[src/lp4_mr_sr_map.svh]
// Command codes, mode register layout and timing counts of the mode register and self refresh unit.
`ifndef LP4_MR_SR_MAP_SVH
`define LP4_MR_SR_MAP_SVH

// First-cycle command codes on ca[4:0] while cs is high.
`define CMD_SRE          5'h18
`define CMD_SRX          5'h14
`define CMD_MRW1         5'h06
`define CMD_MRW2         5'h16
`define CMD_MRR1         5'h0e
`define CMD_CAS2         5'h12
`define CMD_REF          5'h08
// Flag bit on the first command cycle: all-bank refresh, and the upper data bits of an MRW.
`define CA_FLAG_BIT      5
`define EXTRA_PB_COUNT   4'h8

// Mode register layout.
`define MR_COUNT         64
`define MR_RESET         8'h00
`define MR_ABORT_ADDR    6'h04
`define MR_ABORT_BIT     3
`define MR_DATA_UI       4'h4
`define MR_LAST_BEAT     4'hf
`define MR_BYTE_HI       7
`define MR_BYTE_NEXT     6
// Read-only registers: the lowest one, and a contiguous span further up.
`define MR_RO_SINGLE     6'h00
`define MR_RO_FIRST      6'h05
`define MR_RO_LAST       6'h08

// Density of this part and the least density that offers self refresh abort.
`define DENSITY_GB       8
`define ABORT_MIN_GB     12

// Timing.
`define CLK_PERIOD_NS    5
`define RL_CYC           14
`define TREFI_NS         3904
`define TRFCAB_NS        280
`define SR_REF_CYC       ((`TREFI_NS) / (`CLK_PERIOD_NS))
`define RFCAB_CYC        ((`TRFCAB_NS + `CLK_PERIOD_NS - 1) / (`CLK_PERIOD_NS))

`endif

[src/lp4_mr_sr_pkg.sv]
// Types of the mode register and self refresh unit.
package lp4_mr_sr_pkg;

    typedef enum logic [0:0] {
        SR_OFF = 1'b0,
        SR_ON  = 1'b1
    } sr_state_type;

    typedef enum logic [2:0] {
        RD_IDLE  = 3'b000,
        RD_WAIT  = 3'b001,
        RD_PRE   = 3'b010,
        RD_BURST = 3'b011,
        RD_POST  = 3'b100
    } rd_phase_type;

    typedef struct packed {
        logic       cke;
        logic       cs;
        logic [5:0] ca;
    } cmd_pins_type;

    typedef struct packed {
        logic [15:0] dq;
        logic        dq_oe;
        logic        dqs;
        logic        dqs_oe;
        logic        dmi;
        logic        dmi_oe;
    } rd_bus_type;

endpackage : lp4_mr_sr_pkg

[src/lp4_mr_sr.sv]
// Mode register read/write and self refresh with abort for one channel.
//
// Operation
// - With abort enabled, exit cancels running refresh and keeps refresh counter.
// - Self refresh abort exists only on parts of 12 Gb and larger.
// - Mode register commands accepted during tXSR and during refresh.
// - Register read decodes a 6-bit address selecting one of 64 registers.
// - Register byte on dq[7:0] for first 4 beats, read latency after command.
// - Register read burst is 16 beats, strobe toggles with read preamble/postamble.
// - Without inversion on register reads, dmi is held low during the burst.
// - A write to a read-only register changes nothing.
// - Register write accepted with banks idle or active, bank state unchanged.
`timescale 1ns/1ps
`default_nettype none
`include "lp4_mr_sr_map.svh"

module lp4_mr_sr (
    // Clock and reset.
    input  wire logic                        clk,
    input  wire logic                        sys_rst,
    // Command pins from the controller.
    input  wire lp4_mr_sr_pkg::cmd_pins_type cmd_pins,
    // Read data pins towards the controller.
    output var  lp4_mr_sr_pkg::rd_bus_type   rd_bus,
    // Status.
    output var  logic                        in_self_refresh,
    output var  logic                        refresh_busy,
    output var  logic [15:0]                 refresh_count,
    output var  logic                        extra_ref_needed
);

    localparam int RD_DLY = `RL_CYC + 2;

    // A few read-only registers; writes to them are dropped.
    function automatic logic is_read_only(input logic [5:0] addr);
        is_read_only = (addr == `MR_RO_SINGLE) || (addr >= `MR_RO_FIRST && addr <= `MR_RO_LAST);
    endfunction : is_read_only

    lp4_mr_sr_pkg::cmd_pins_type pins_s1_ff;
    lp4_mr_sr_pkg::cmd_pins_type pins_s2_ff;

    // Two-stage synchroniser on the command pins.
    always_ff @(posedge clk or posedge sys_rst) begin
        if (sys_rst) begin
            pins_s1_ff <= '0;
            pins_s2_ff <= '0;
        end else begin
            pins_s1_ff <= cmd_pins;
            pins_s2_ff <= pins_s1_ff;
        end
    end

    // Command decode: first cycle with cs high, second with cs low.
    logic       first_vld_ff;
    logic [5:0] first_ca_ff;
    logic       nxt_first_vld;
    logic [5:0] nxt_first_ca;
    logic       cmd_done;
    logic [4:0] cmd_op;
    logic       cmd_flag;
    logic [5:0] cmd_arg;

    always_comb begin
        nxt_first_vld = pins_s2_ff.cke && pins_s2_ff.cs;
        nxt_first_ca  = pins_s2_ff.cs ? pins_s2_ff.ca : first_ca_ff;
        cmd_done      = first_vld_ff && pins_s2_ff.cke && !pins_s2_ff.cs;
        cmd_op        = first_ca_ff[4:0];
        cmd_flag      = first_ca_ff[`CA_FLAG_BIT];
        cmd_arg       = pins_s2_ff.ca;
    end

    always_ff @(posedge clk or posedge sys_rst) begin
        if (sys_rst) begin
            first_vld_ff <= 1'b0;
            first_ca_ff  <= '0;
        end else begin
            first_vld_ff <= nxt_first_vld;
            first_ca_ff  <= nxt_first_ca;
        end
    end

    // Mode register array and write path.
    logic [7:0] mr_ff [`MR_COUNT];
    logic [5:0] mrw_ma_ff;
    logic       mrw_hi_ff;
    logic [5:0] nxt_mrw_ma;
    logic       nxt_mrw_hi;
    logic       mr_we;
    logic [7:0] mr_wdata;
    logic       abort_on;

    always_comb begin
        nxt_mrw_ma = mrw_ma_ff;
        nxt_mrw_hi = mrw_hi_ff;
        mr_we      = 1'b0;
        mr_wdata   = {mrw_hi_ff, cmd_flag, cmd_arg};
        if (cmd_done && cmd_op == `CMD_MRW1) begin
            nxt_mrw_ma = cmd_arg;
            nxt_mrw_hi = cmd_flag;
        end
        // Taken in any refresh or bank state; bank state is not touched here.
        if (cmd_done && cmd_op == `CMD_MRW2) begin
            mr_we = !is_read_only(mrw_ma_ff);
        end
        abort_on = (`DENSITY_GB >= `ABORT_MIN_GB)
            && mr_ff[`MR_ABORT_ADDR][`MR_ABORT_BIT];
    end

    always_ff @(posedge clk or posedge sys_rst) begin
        if (sys_rst) begin
            mrw_ma_ff <= '0;
            mrw_hi_ff <= 1'b0;
            for (int i = 0; i < `MR_COUNT; i++) begin
                mr_ff[i] <= `MR_RESET;
            end
        end else begin
            mrw_ma_ff <= nxt_mrw_ma;
            mrw_hi_ff <= nxt_mrw_hi;
            if (mr_we) begin
                mr_ff[mrw_ma_ff] <= mr_wdata;
            end
        end
    end

    // Self refresh and internal refresh engine.
    lp4_mr_sr_pkg::sr_state_type sr_state_ff;
    lp4_mr_sr_pkg::sr_state_type nxt_sr_state;
    logic [9:0]  ref_tmr_ff;
    logic [9:0]  nxt_ref_tmr;
    logic [5:0]  rfc_tmr_ff;
    logic [5:0]  nxt_rfc_tmr;
    logic        nxt_ref_busy;
    logic [15:0] nxt_ref_count;
    logic        nxt_extra_ref;
    logic [3:0]  pb_cnt_ff;
    logic [3:0]  nxt_pb_cnt;
    logic        ref_start;
    logic        is_srx;

    always_comb begin
        nxt_sr_state  = sr_state_ff;
        nxt_ref_tmr   = ref_tmr_ff;
        nxt_rfc_tmr   = rfc_tmr_ff;
        nxt_ref_busy  = refresh_busy;
        nxt_ref_count = refresh_count;
        nxt_extra_ref = extra_ref_needed;
        nxt_pb_cnt    = pb_cnt_ff;
        ref_start     = 1'b0;
        is_srx        = cmd_done && cmd_op == `CMD_SRX && sr_state_ff == lp4_mr_sr_pkg::SR_ON;
        case (sr_state_ff)
            lp4_mr_sr_pkg::SR_OFF: begin
                if (cmd_done && cmd_op == `CMD_SRE) begin
                    nxt_sr_state = lp4_mr_sr_pkg::SR_ON;
                    nxt_ref_tmr  = '0;
                end
            end
            lp4_mr_sr_pkg::SR_ON: begin
                if (ref_tmr_ff == 10'(`SR_REF_CYC - 1)) begin
                    nxt_ref_tmr = '0;
                    ref_start   = !refresh_busy;
                end else begin
                    nxt_ref_tmr = ref_tmr_ff + 10'h001;
                end
                if (is_srx) begin
                    nxt_sr_state = lp4_mr_sr_pkg::SR_OFF;
                end
            end
            default: nxt_sr_state = lp4_mr_sr_pkg::SR_OFF;
        endcase
        if (ref_start) begin
            nxt_ref_busy = 1'b1;
            nxt_rfc_tmr  = 6'(`RFCAB_CYC - 1);
        end else if (refresh_busy) begin
            if (rfc_tmr_ff == 6'h00) begin
                nxt_ref_busy  = 1'b0;
                nxt_ref_count = refresh_count + 16'h0001;
            end else begin
                nxt_rfc_tmr = rfc_tmr_ff - 6'h01;
            end
        end
        // Abort drops the running refresh without counting it.
        if (is_srx && abort_on) begin
            nxt_ref_busy  = 1'b0;
            nxt_ref_count = refresh_count;
        end
        // Extra refresh owed after exit; one command per cycle, so set and clear never meet.
        if (cmd_done && cmd_op == `CMD_REF && extra_ref_needed) begin
            if (cmd_flag || pb_cnt_ff == `EXTRA_PB_COUNT - 4'h1) begin
                nxt_extra_ref = 1'b0;
                nxt_pb_cnt    = '0;
            end else begin
                nxt_pb_cnt = pb_cnt_ff + 4'h1;
            end
        end
        if (is_srx) begin
            nxt_extra_ref = 1'b1;
            nxt_pb_cnt    = '0;
        end
    end

    always_ff @(posedge clk or posedge sys_rst) begin
        if (sys_rst) begin
            sr_state_ff      <= lp4_mr_sr_pkg::SR_OFF;
            in_self_refresh  <= 1'b0;
            ref_tmr_ff       <= '0;
            rfc_tmr_ff       <= '0;
            refresh_busy     <= 1'b0;
            refresh_count    <= '0;
            extra_ref_needed <= 1'b0;
            pb_cnt_ff        <= '0;
        end else begin
            sr_state_ff      <= nxt_sr_state;
            in_self_refresh  <= nxt_sr_state == lp4_mr_sr_pkg::SR_ON;
            ref_tmr_ff       <= nxt_ref_tmr;
            rfc_tmr_ff       <= nxt_rfc_tmr;
            refresh_busy     <= nxt_ref_busy;
            refresh_count    <= nxt_ref_count;
            extra_ref_needed <= nxt_extra_ref;
            pb_cnt_ff        <= nxt_pb_cnt;
        end
    end

    // Mode register read path: latency, preamble, 16 beats, postamble.
    lp4_mr_sr_pkg::rd_phase_type rd_phase_ff;
    lp4_mr_sr_pkg::rd_phase_type nxt_rd_phase;
    lp4_mr_sr_pkg::rd_bus_type   nxt_rd_bus;
    logic [4:0] rd_tmr_ff;
    logic [4:0] nxt_rd_tmr;
    logic [3:0] beat_ff;
    logic [3:0] nxt_beat;
    logic [7:0] rd_data_ff;
    logic [7:0] nxt_rd_data;
    logic       mrr_pend_ff;
    logic       nxt_mrr_pend;
    logic [5:0] mrr_ma_ff;
    logic [5:0] nxt_mrr_ma;
    logic       rd_launch;

    always_comb begin
        nxt_rd_phase = rd_phase_ff;
        nxt_rd_tmr   = rd_tmr_ff;
        nxt_beat     = beat_ff;
        nxt_rd_data  = rd_data_ff;
        nxt_mrr_pend = mrr_pend_ff;
        nxt_mrr_ma   = mrr_ma_ff;
        rd_launch    = 1'b0;
        if (cmd_done && cmd_op == `CMD_MRR1) begin
            nxt_mrr_pend = 1'b1;
            nxt_mrr_ma   = cmd_arg;
        end
        // A read arriving during a running burst is dropped.
        if (cmd_done && cmd_op == `CMD_CAS2 && mrr_pend_ff) begin
            nxt_mrr_pend = 1'b0;
            rd_launch    = rd_phase_ff == lp4_mr_sr_pkg::RD_IDLE;
        end
        case (rd_phase_ff)
            lp4_mr_sr_pkg::RD_IDLE: begin
                if (rd_launch) begin
                    nxt_rd_phase = lp4_mr_sr_pkg::RD_WAIT;
                    nxt_rd_tmr   = 5'(`RL_CYC - 2);
                    nxt_rd_data  = mr_ff[mrr_ma_ff];
                end
            end
            lp4_mr_sr_pkg::RD_WAIT: begin
                if (rd_tmr_ff == 5'h00) begin
                    nxt_rd_phase = lp4_mr_sr_pkg::RD_PRE;
                end else begin
                    nxt_rd_tmr = rd_tmr_ff - 5'h01;
                end
            end
            lp4_mr_sr_pkg::RD_PRE: begin
                nxt_rd_phase = lp4_mr_sr_pkg::RD_BURST;
                nxt_beat     = '0;
            end
            lp4_mr_sr_pkg::RD_BURST: begin
                if (beat_ff == `MR_LAST_BEAT) begin
                    nxt_rd_phase = lp4_mr_sr_pkg::RD_POST;
                end else begin
                    nxt_beat = beat_ff + 4'h1;
                end
            end
            lp4_mr_sr_pkg::RD_POST: nxt_rd_phase = lp4_mr_sr_pkg::RD_IDLE;
            default:                nxt_rd_phase = lp4_mr_sr_pkg::RD_IDLE;
        endcase
        nxt_rd_bus        = '0;
        nxt_rd_bus.dq_oe  = rd_phase_ff == lp4_mr_sr_pkg::RD_BURST;
        nxt_rd_bus.dqs_oe = rd_phase_ff == lp4_mr_sr_pkg::RD_PRE || nxt_rd_bus.dq_oe
            || rd_phase_ff == lp4_mr_sr_pkg::RD_POST;
        nxt_rd_bus.dqs    = nxt_rd_bus.dqs_oe && !rd_bus.dqs;
        nxt_rd_bus.dmi_oe = nxt_rd_bus.dq_oe;
        nxt_rd_bus.dmi    = 1'b0;
        if (nxt_rd_bus.dq_oe && beat_ff < `MR_DATA_UI) begin
            nxt_rd_bus.dq[7:0] = rd_data_ff;
        end
    end

    always_ff @(posedge clk or posedge sys_rst) begin
        if (sys_rst) begin
            rd_phase_ff <= lp4_mr_sr_pkg::RD_IDLE;
            rd_tmr_ff   <= '0;
            beat_ff     <= '0;
            rd_data_ff  <= '0;
            mrr_pend_ff <= 1'b0;
            mrr_ma_ff   <= '0;
            rd_bus      <= '0;
        end else begin
            rd_phase_ff <= nxt_rd_phase;
            rd_tmr_ff   <= nxt_rd_tmr;
            beat_ff     <= nxt_beat;
            rd_data_ff  <= nxt_rd_data;
            mrr_pend_ff <= nxt_mrr_pend;
            mrr_ma_ff   <= nxt_mrr_ma;
            rd_bus      <= nxt_rd_bus;
        end
    end
endmodule : lp4_mr_sr

`default_nettype wire

[config.mk]
export PLATFORM = sky130hd
export DESIGN_NAME = lp4_mr_sr
export DESIGN_NICKNAME = d
export VERILOG_FILES = /design/src/lp4_mr_sr_pkg.sv /design/src/lp4_mr_sr.sv
export VERILOG_INCLUDE_DIRS = /design/src
export SDC_FILE = /design/constraint.sdc
export NUM_CORES = 1
export LEC_CHECK = 0
export BUFFER_PORTS_ARGS = -buffer_cell sky130_fd_sc_hd__buf_2
export CAP_MARGIN = 10
export CORE_ASPECT_RATIO = 0.8
export CORE_MARGIN = 8
export CORE_UTILIZATION = 45
export DETAILED_ROUTE_END_ITERATION = 12
export PLACE_DENSITY = 0.59
export SYNTH_ARGS = -nofsm -noshare
export SYNTH_HDL_FRONTEND = slang
export SYNTH_SLANG_ARGS = --single-unit
[constraint.sdc]
create_clock -name clk -period 18.5 [get_ports clk]
set_input_delay 1.85 -clock clk [delete_from_list [all_inputs] [get_ports clk]]
set_output_delay 1.85 -clock clk [all_outputs]
set_load 0.005 [all_outputs]
==> results.ini, run 1 <==
[placed_design]
routabilityCongestion = 0.829
portBuffers = 40
hpwl_um = 41100

[worst_setup_path]
critPathMaxFanout = 55
slowest_delay_ps = 900
cp_common_cell = buf_4
cp_data_arrival_time_ps = 4530
crit_type = reg2reg
required_ps = 19040
r2r_start = mrr_ma_ff[2]$_DFFE_PP0P_
critical_path.slowest_cell = dfrtp_4
cp-start-kind = flop
critPathLaunch = mrr_ma_ff[2]$_DFFE_PP0P_
path_cells = buf_4, buf_4, mux2i_1, a22oi_1, nand2_1, o22ai_1, nor2_1, o221ai_1
end_kind = flop

[yosys]
synth_commonest_cells = dfrtp_1 (619), mux2_2 (488), mux2i_1 (224)
synth-main-ff-cell = dfrtp_1
ys_seq_area_share_pct = 55.7
ys_warn_count = 0
synthTopCellsByArea = dfrtp_1 (56%), mux2_2 (20%), mux2i_1 (8.1%)
yosysTopAreaCellShare_pct = 55.7
synth_most_common_cell = dfrtp_1
synth_edf_count = 0
synth-seq-cells = 619
synth_top_area_cell = dfrtp_1
synth_area_mm2 = 0.0278
postSynthAreaPerCell_um2 = 13.2
netlist_instances = 2105
yosysUniqueCellTypes = 65
async_flop_share_pct = 100

[global_route]
grt_antenna_before_repair = 4
grt_pass1_vias = 17300
globalRouteOverflowTotal = 0
grt_max_degree = 180
grt_pass1_wl_um = 106000
track_usage_pct = 19.2

[sta]
hold_viol = 0
slew_headroom_pct = 26.7
timing.final.crit_share_pct = 21.6
drv_slew = 0
fmax_mhz = 250
fin_worst_skew_ps = 13.6
setup-tns-final_ps = 0
rsz0062_at_grt = false
tightest_slew_ps = 1100
setup_viol = 0
period_minus_slack_ps = 3990

[worst_hold_path]
hold_start = pins_s1_ff[7]$_DFF_PP0_
worstHoldPathType = reg2reg

[detailed_routing]
vias_per_cell = 5.64
dr.pass1.iters = 5
ant_nets = 0
drt_iter0_markers = 1102
vias = 16600
wire_per_inst_um = 22.7
totalWireLength_um = 66900
drc_errors = 0

[floorplan]
ios = 50
die_w_um = 294
die_h_um = 238
start_util_pct = 45.5
fp.dieArea_mm2 = 0.0701
core_mm2 = 0.0611
fp-row-count = 81

[power]
p_leak_nw = 14.5
power.density_mw_per_mm2 = 95.1
vdd_drop_max_uv = 76.5
finalPower_mw = 2.92

[cts]
cts.sinks = 619
cts_made_buffers = 61
cts_hold_buf = 0
cts_tree = done
post_cts_resized = 0
postCtsSetupBuffers = 0
insertion_delay_ps = 630
clk_pin_slew_ps = 70
root_buffer = clkbuf_16
h-tree-depth = 2
clk_path_buf_depth = 3

[job]
maxCapViolations = 0

[outcome]
status = completed

[layout]
drive_gt1_share_pct = 33.7
final_util_pct = 50.2
area_growth_pct = 10.3
nets = 2076

==> stage by stage <==
stage | worst slack [ps] | cell area [um^2] | hold WS [ps] | cells
6_report | 14510 | 30700 | 348 | 2942
5_1_grt | 14070 | 30700 | 365 | 2941
4_1_cts | 14480 | 30700 | 355 | 2941
3_5_place_dp | 13800 | 28600 | 337 | 2826
3_3_place_gp | 13890 | 28600 | 336 | 2826
2_1_floorplan | 8200 | 27900 | 331 | 2113
==> registers in the layout (all words and copies together) (netlist names), 2 cells and up <==
register	count
pins_s1_ff	8
rd_tmr_ff	5
pb_cnt_ff	4
pins_s2_ff	2
first_ca_ff	6
refresh_count	16
beat_ff	4
mrr_ma_ff	6
rd_phase_ff	3
rd_bus	11
cmd_arg	6
ref_tmr_ff	10
mrw_ma_ff	6
rd_data_ff	8
mr_ff	512
rfc_tmr_ff	6
==> layer usage <==
layer  wire length [um]  share of wire (%)  track usage [%]
met1              31000                 46             27.0
met2              30700                 46             29.9
met3               3840                5.7             4.47
met4               1430                2.1             4.90
met5                  0                  0                0
==> cell usage in the layout, fill, tap and decap left out, drive strengths merged, types with 12 or more instances in the layout <==
master / instances
clkinv: 13
xnor2: 15
nor3: 12
mux2i: 224
buf: 68
o21ai: 42
a211oi: 25
and2: 12
dfrtp: 619
nand2: 126
a22oi: 96
nand3: 35
clkbuf: 95
a21oi: 16
o22ai: 16
inv: 14
nor2: 41
nor2b: 17
mux2: 498
==> final timing paths <==
kind,cells past startpoint,slack (ps),endpoint
min in group asynchronous,2,1440,rd_phase_ff[1]$_DFFE_PP0P_
max in group asynchronous,4,14570,mr_ff[473]$_DFFE_PP0P_
worst max register to register,8,14510,rd_data_ff[6]$_DFFE_PP0P_
worst max-delay path,8,14510,rd_data_ff[6]$_DFFE_PP0P_
worst min register to register,0,350,pins_s2_ff[7]$_DFF_PP0_
worst min-delay path,0,350,pins_s2_ff[7]$_DFF_PP0_
==> power by group <==
group / total, mW / internal [mW] / switching (mW)
clock: 1.29 / 0.767 / 0.527
combinational: 0.222 / 0.0687 / 0.153
sequential: 1.41 / 1.38 / 0.0301
total: 2.92 / 2.21 / 0.710
==> final cells by class <==
cell class	instances	area [um^2]
Antenna cell	1	2.50
Clock buffer	95	1850
Clock inverter	20	258
Fill cell	5318	30400
Inverter	14	56.3
Multi-Input combinational cell	1295	11600
Sequential cell	619	15500
Tap cell	830	1040
Timing Repair Buffer	68	423
==> kinds of logic after synthesis <==
group / share of synthesized area (%)
AND/OR/NAND/NOR: 5.82
flip-flops: 55.7
multiplexers: 28.9
XOR/XNOR: 0.755
other: 0.0135
AO/OA/AOI/OAI: 5.63
buffers and inverters: 2.95
adder cells (fa/ha/maj): 0.315
==> critical path: cells and delay by family, from the launching register on <==
kind,cells,cell delay (ps)
buf+inv,2,1530
compound gates,3,940
flops,1,900
simple gates,2,260
mux,1,160
Note: power is estimated with default switching activity, not from simulation.
==> run 2: changes to the inputs <==
- PLACE_DENSITY: 0.59 -> 0.56
- clock period: 18.5 -> 3.7 ns (I/O delays scaled with it)
==> results.ini, run 2 (same netlist as run 1, synthesis figures left out) <==
[outcome]
status = completed

[layout]
antenna_cells = 0
stdcell_area_mm2 = 0.0313
finalNonFillerCells = 2984
nets = 2122
reg.largest.list = mr_ff (512), refresh_count (16), rd_bus (11)
final_common_cell = dfrtp_1
drive_gt1_share_pct = 34.8
largest_register_ff_count = 512
mostFrequentLayoutCells = dfrtp_1 (610), mux2_2 (488), mux2i_1 (224)
area_growth_pct = 12.4
num-fill-cells = 5258
top_register = mr_ff
final_util_pct = 51.2

[global_route]
grt_antenna_before_repair = 3
track_usage_pct = 20.2
grt_max_degree = 122
globalRouteOverflowTotal = 0
grt_pass1_wl_um = 110000
grt_pass1_vias = 17700

[worst_setup_path]
cp-start-kind = flop
cp_data_arrival_time_ps = 3500
crit_type = reg2reg
r2r_slack_ps = 670
required_ps = 4170
critPathMaxFanout = 9
end_kind = flop

[detailed_routing]
dr.pass1.iters = 5
totalWireLength_um = 69700
drc_errors = 0
wire_per_inst_um = 23.4
ant_nets = 0
drt_iter0_markers = 1126
vias = 16900
vias_per_cell = 5.67

[placed_design]
routabilityCongestion = 0.838
dpl_cell_area_mm2 = 0.0290
hpwl_um = 44700
portBuffers = 40
dp.cells = 2858

[sta]
fin_worst_skew_ps = 21.9
rsz0062_at_grt = false
tightest_slew_ps = 1210
slew_headroom_pct = 19.6
timing.final.crit_share_pct = 81.8
fmax_mhz = 331
period_minus_slack_ps = 3030
setup_viol = 0
drv_slew = 0
hold_viol = 0

[power]
vdd_drop_max_uv = 312
power.density_mw_per_mm2 = 476
p_leak_nw = 14.8

[cts]
postCtsSetupBuffers = 0
clk_path_buf_depth = 3
cts_tree = done
clk_pin_slew_ps = 60
h-tree-depth = 3
cts.sinks = 619
cts_made_buffers = 66
root_buffer = clkbuf_16
insertion_delay_ps = 610

[floorplan]
ios = 50
start_util_pct = 45.5
fp-row-count = 81
die_w_um = 294
core_mm2 = 0.0611
die_h_um = 238
fp.dieArea_mm2 = 0.0701

[worst_hold_path]
worstHoldPathType = reg2reg

[job]
maxCapViolations = 0

-- run 2: where the power goes --
group	switching [mW]	total (mW)	internal, mW
registers	0.210	7.09	6.88
logic	0.708	1.09	0.381
clock network	2.73	6.71	3.97
-- run 2: worst paths after layout --
path / cells past startpoint / startpoint / end
min in group asynchronous: 3 / sys_rst / pins_s1_ff[5]$_DFF_PP0_
min reg2reg: 0 / pins_s1_ff[5]$_DFF_PP0_ / cmd_arg[5]$_DFF_PP0_
max in group asynchronous: 5 / sys_rst / mr_ff[404]$_DFFE_PP0P_
max: 6 / pins_s2_ff[6]$_DFF_PP0_ / mr_ff[87]$_DFFE_PP0P_
max reg2reg: 6 / pins_s2_ff[6]$_DFF_PP0_ / mr_ff[87]$_DFFE_PP0P_
min: 0 / pins_s1_ff[5]$_DFF_PP0_ / cmd_arg[5]$_DFF_PP0_
-- run 2: area by class of cell --
type | count | area, um^2 | share of cell area (%)
Sequential cell | 619 | 15500 | 49.6
Multi-Input combinational cell | 1295 | 11600 | 37.1
Clock buffer | 97 | 1960 | 6.27
Tap cell | 830 | 1040 | 3.32
Timing Repair Buffer | 109 | 891 | 2.85
Clock inverter | 20 | 240 | 0.768
Inverter | 14 | 56.3 | 0.180
-- run 2: per-layer routing --
| metal | vias up | track usage, % | routed length, um |
|---|---|---|---|
| met5 | - | 0 | 13 |
| met4 | 2 | 4.85 | 1400 |
| met3 | 101 | 3.33 | 2980 |
| met2 | 310 | 29.8 | 30100 |
| met1 | 8921 | 30.7 | 35200 |
| li1 | 7573 | - | - |
-- run 2: per-stage QoR --
| step | worst slack [ps] | power [mW] | setup TNS [ps] | hold slack [ps] |
|---|---|---|---|---|
| finish | 674 | 14.9 | 0 | 349 |
| detailed placement | 682 | 8.30 | 0 | 335 |
| floorplan | -5120 | 7.88 | -3168650 | 331 |
| global placement | 771 | 8.28 | 0 | 332 |
| global route | 472 | 15.5 | 0 | 361 |
| CTS | 639 | 15.1 | 0 | 351 |
-- run 2: what timing repair did --
item | in CTS | in global routing
resized for setup | 0 | 0
endpoints found under the hold margin | 26 | 0
hold buffers | 9 | 0
-- run 2: critical path, cell delays in order (launching register included) --
cell and delay, ps:
dfrtp_1 500, nand4b_4 250, nor3_4 310, o211ai_1 240, nor3_2 720, nand2_1 470
mux2_2 400
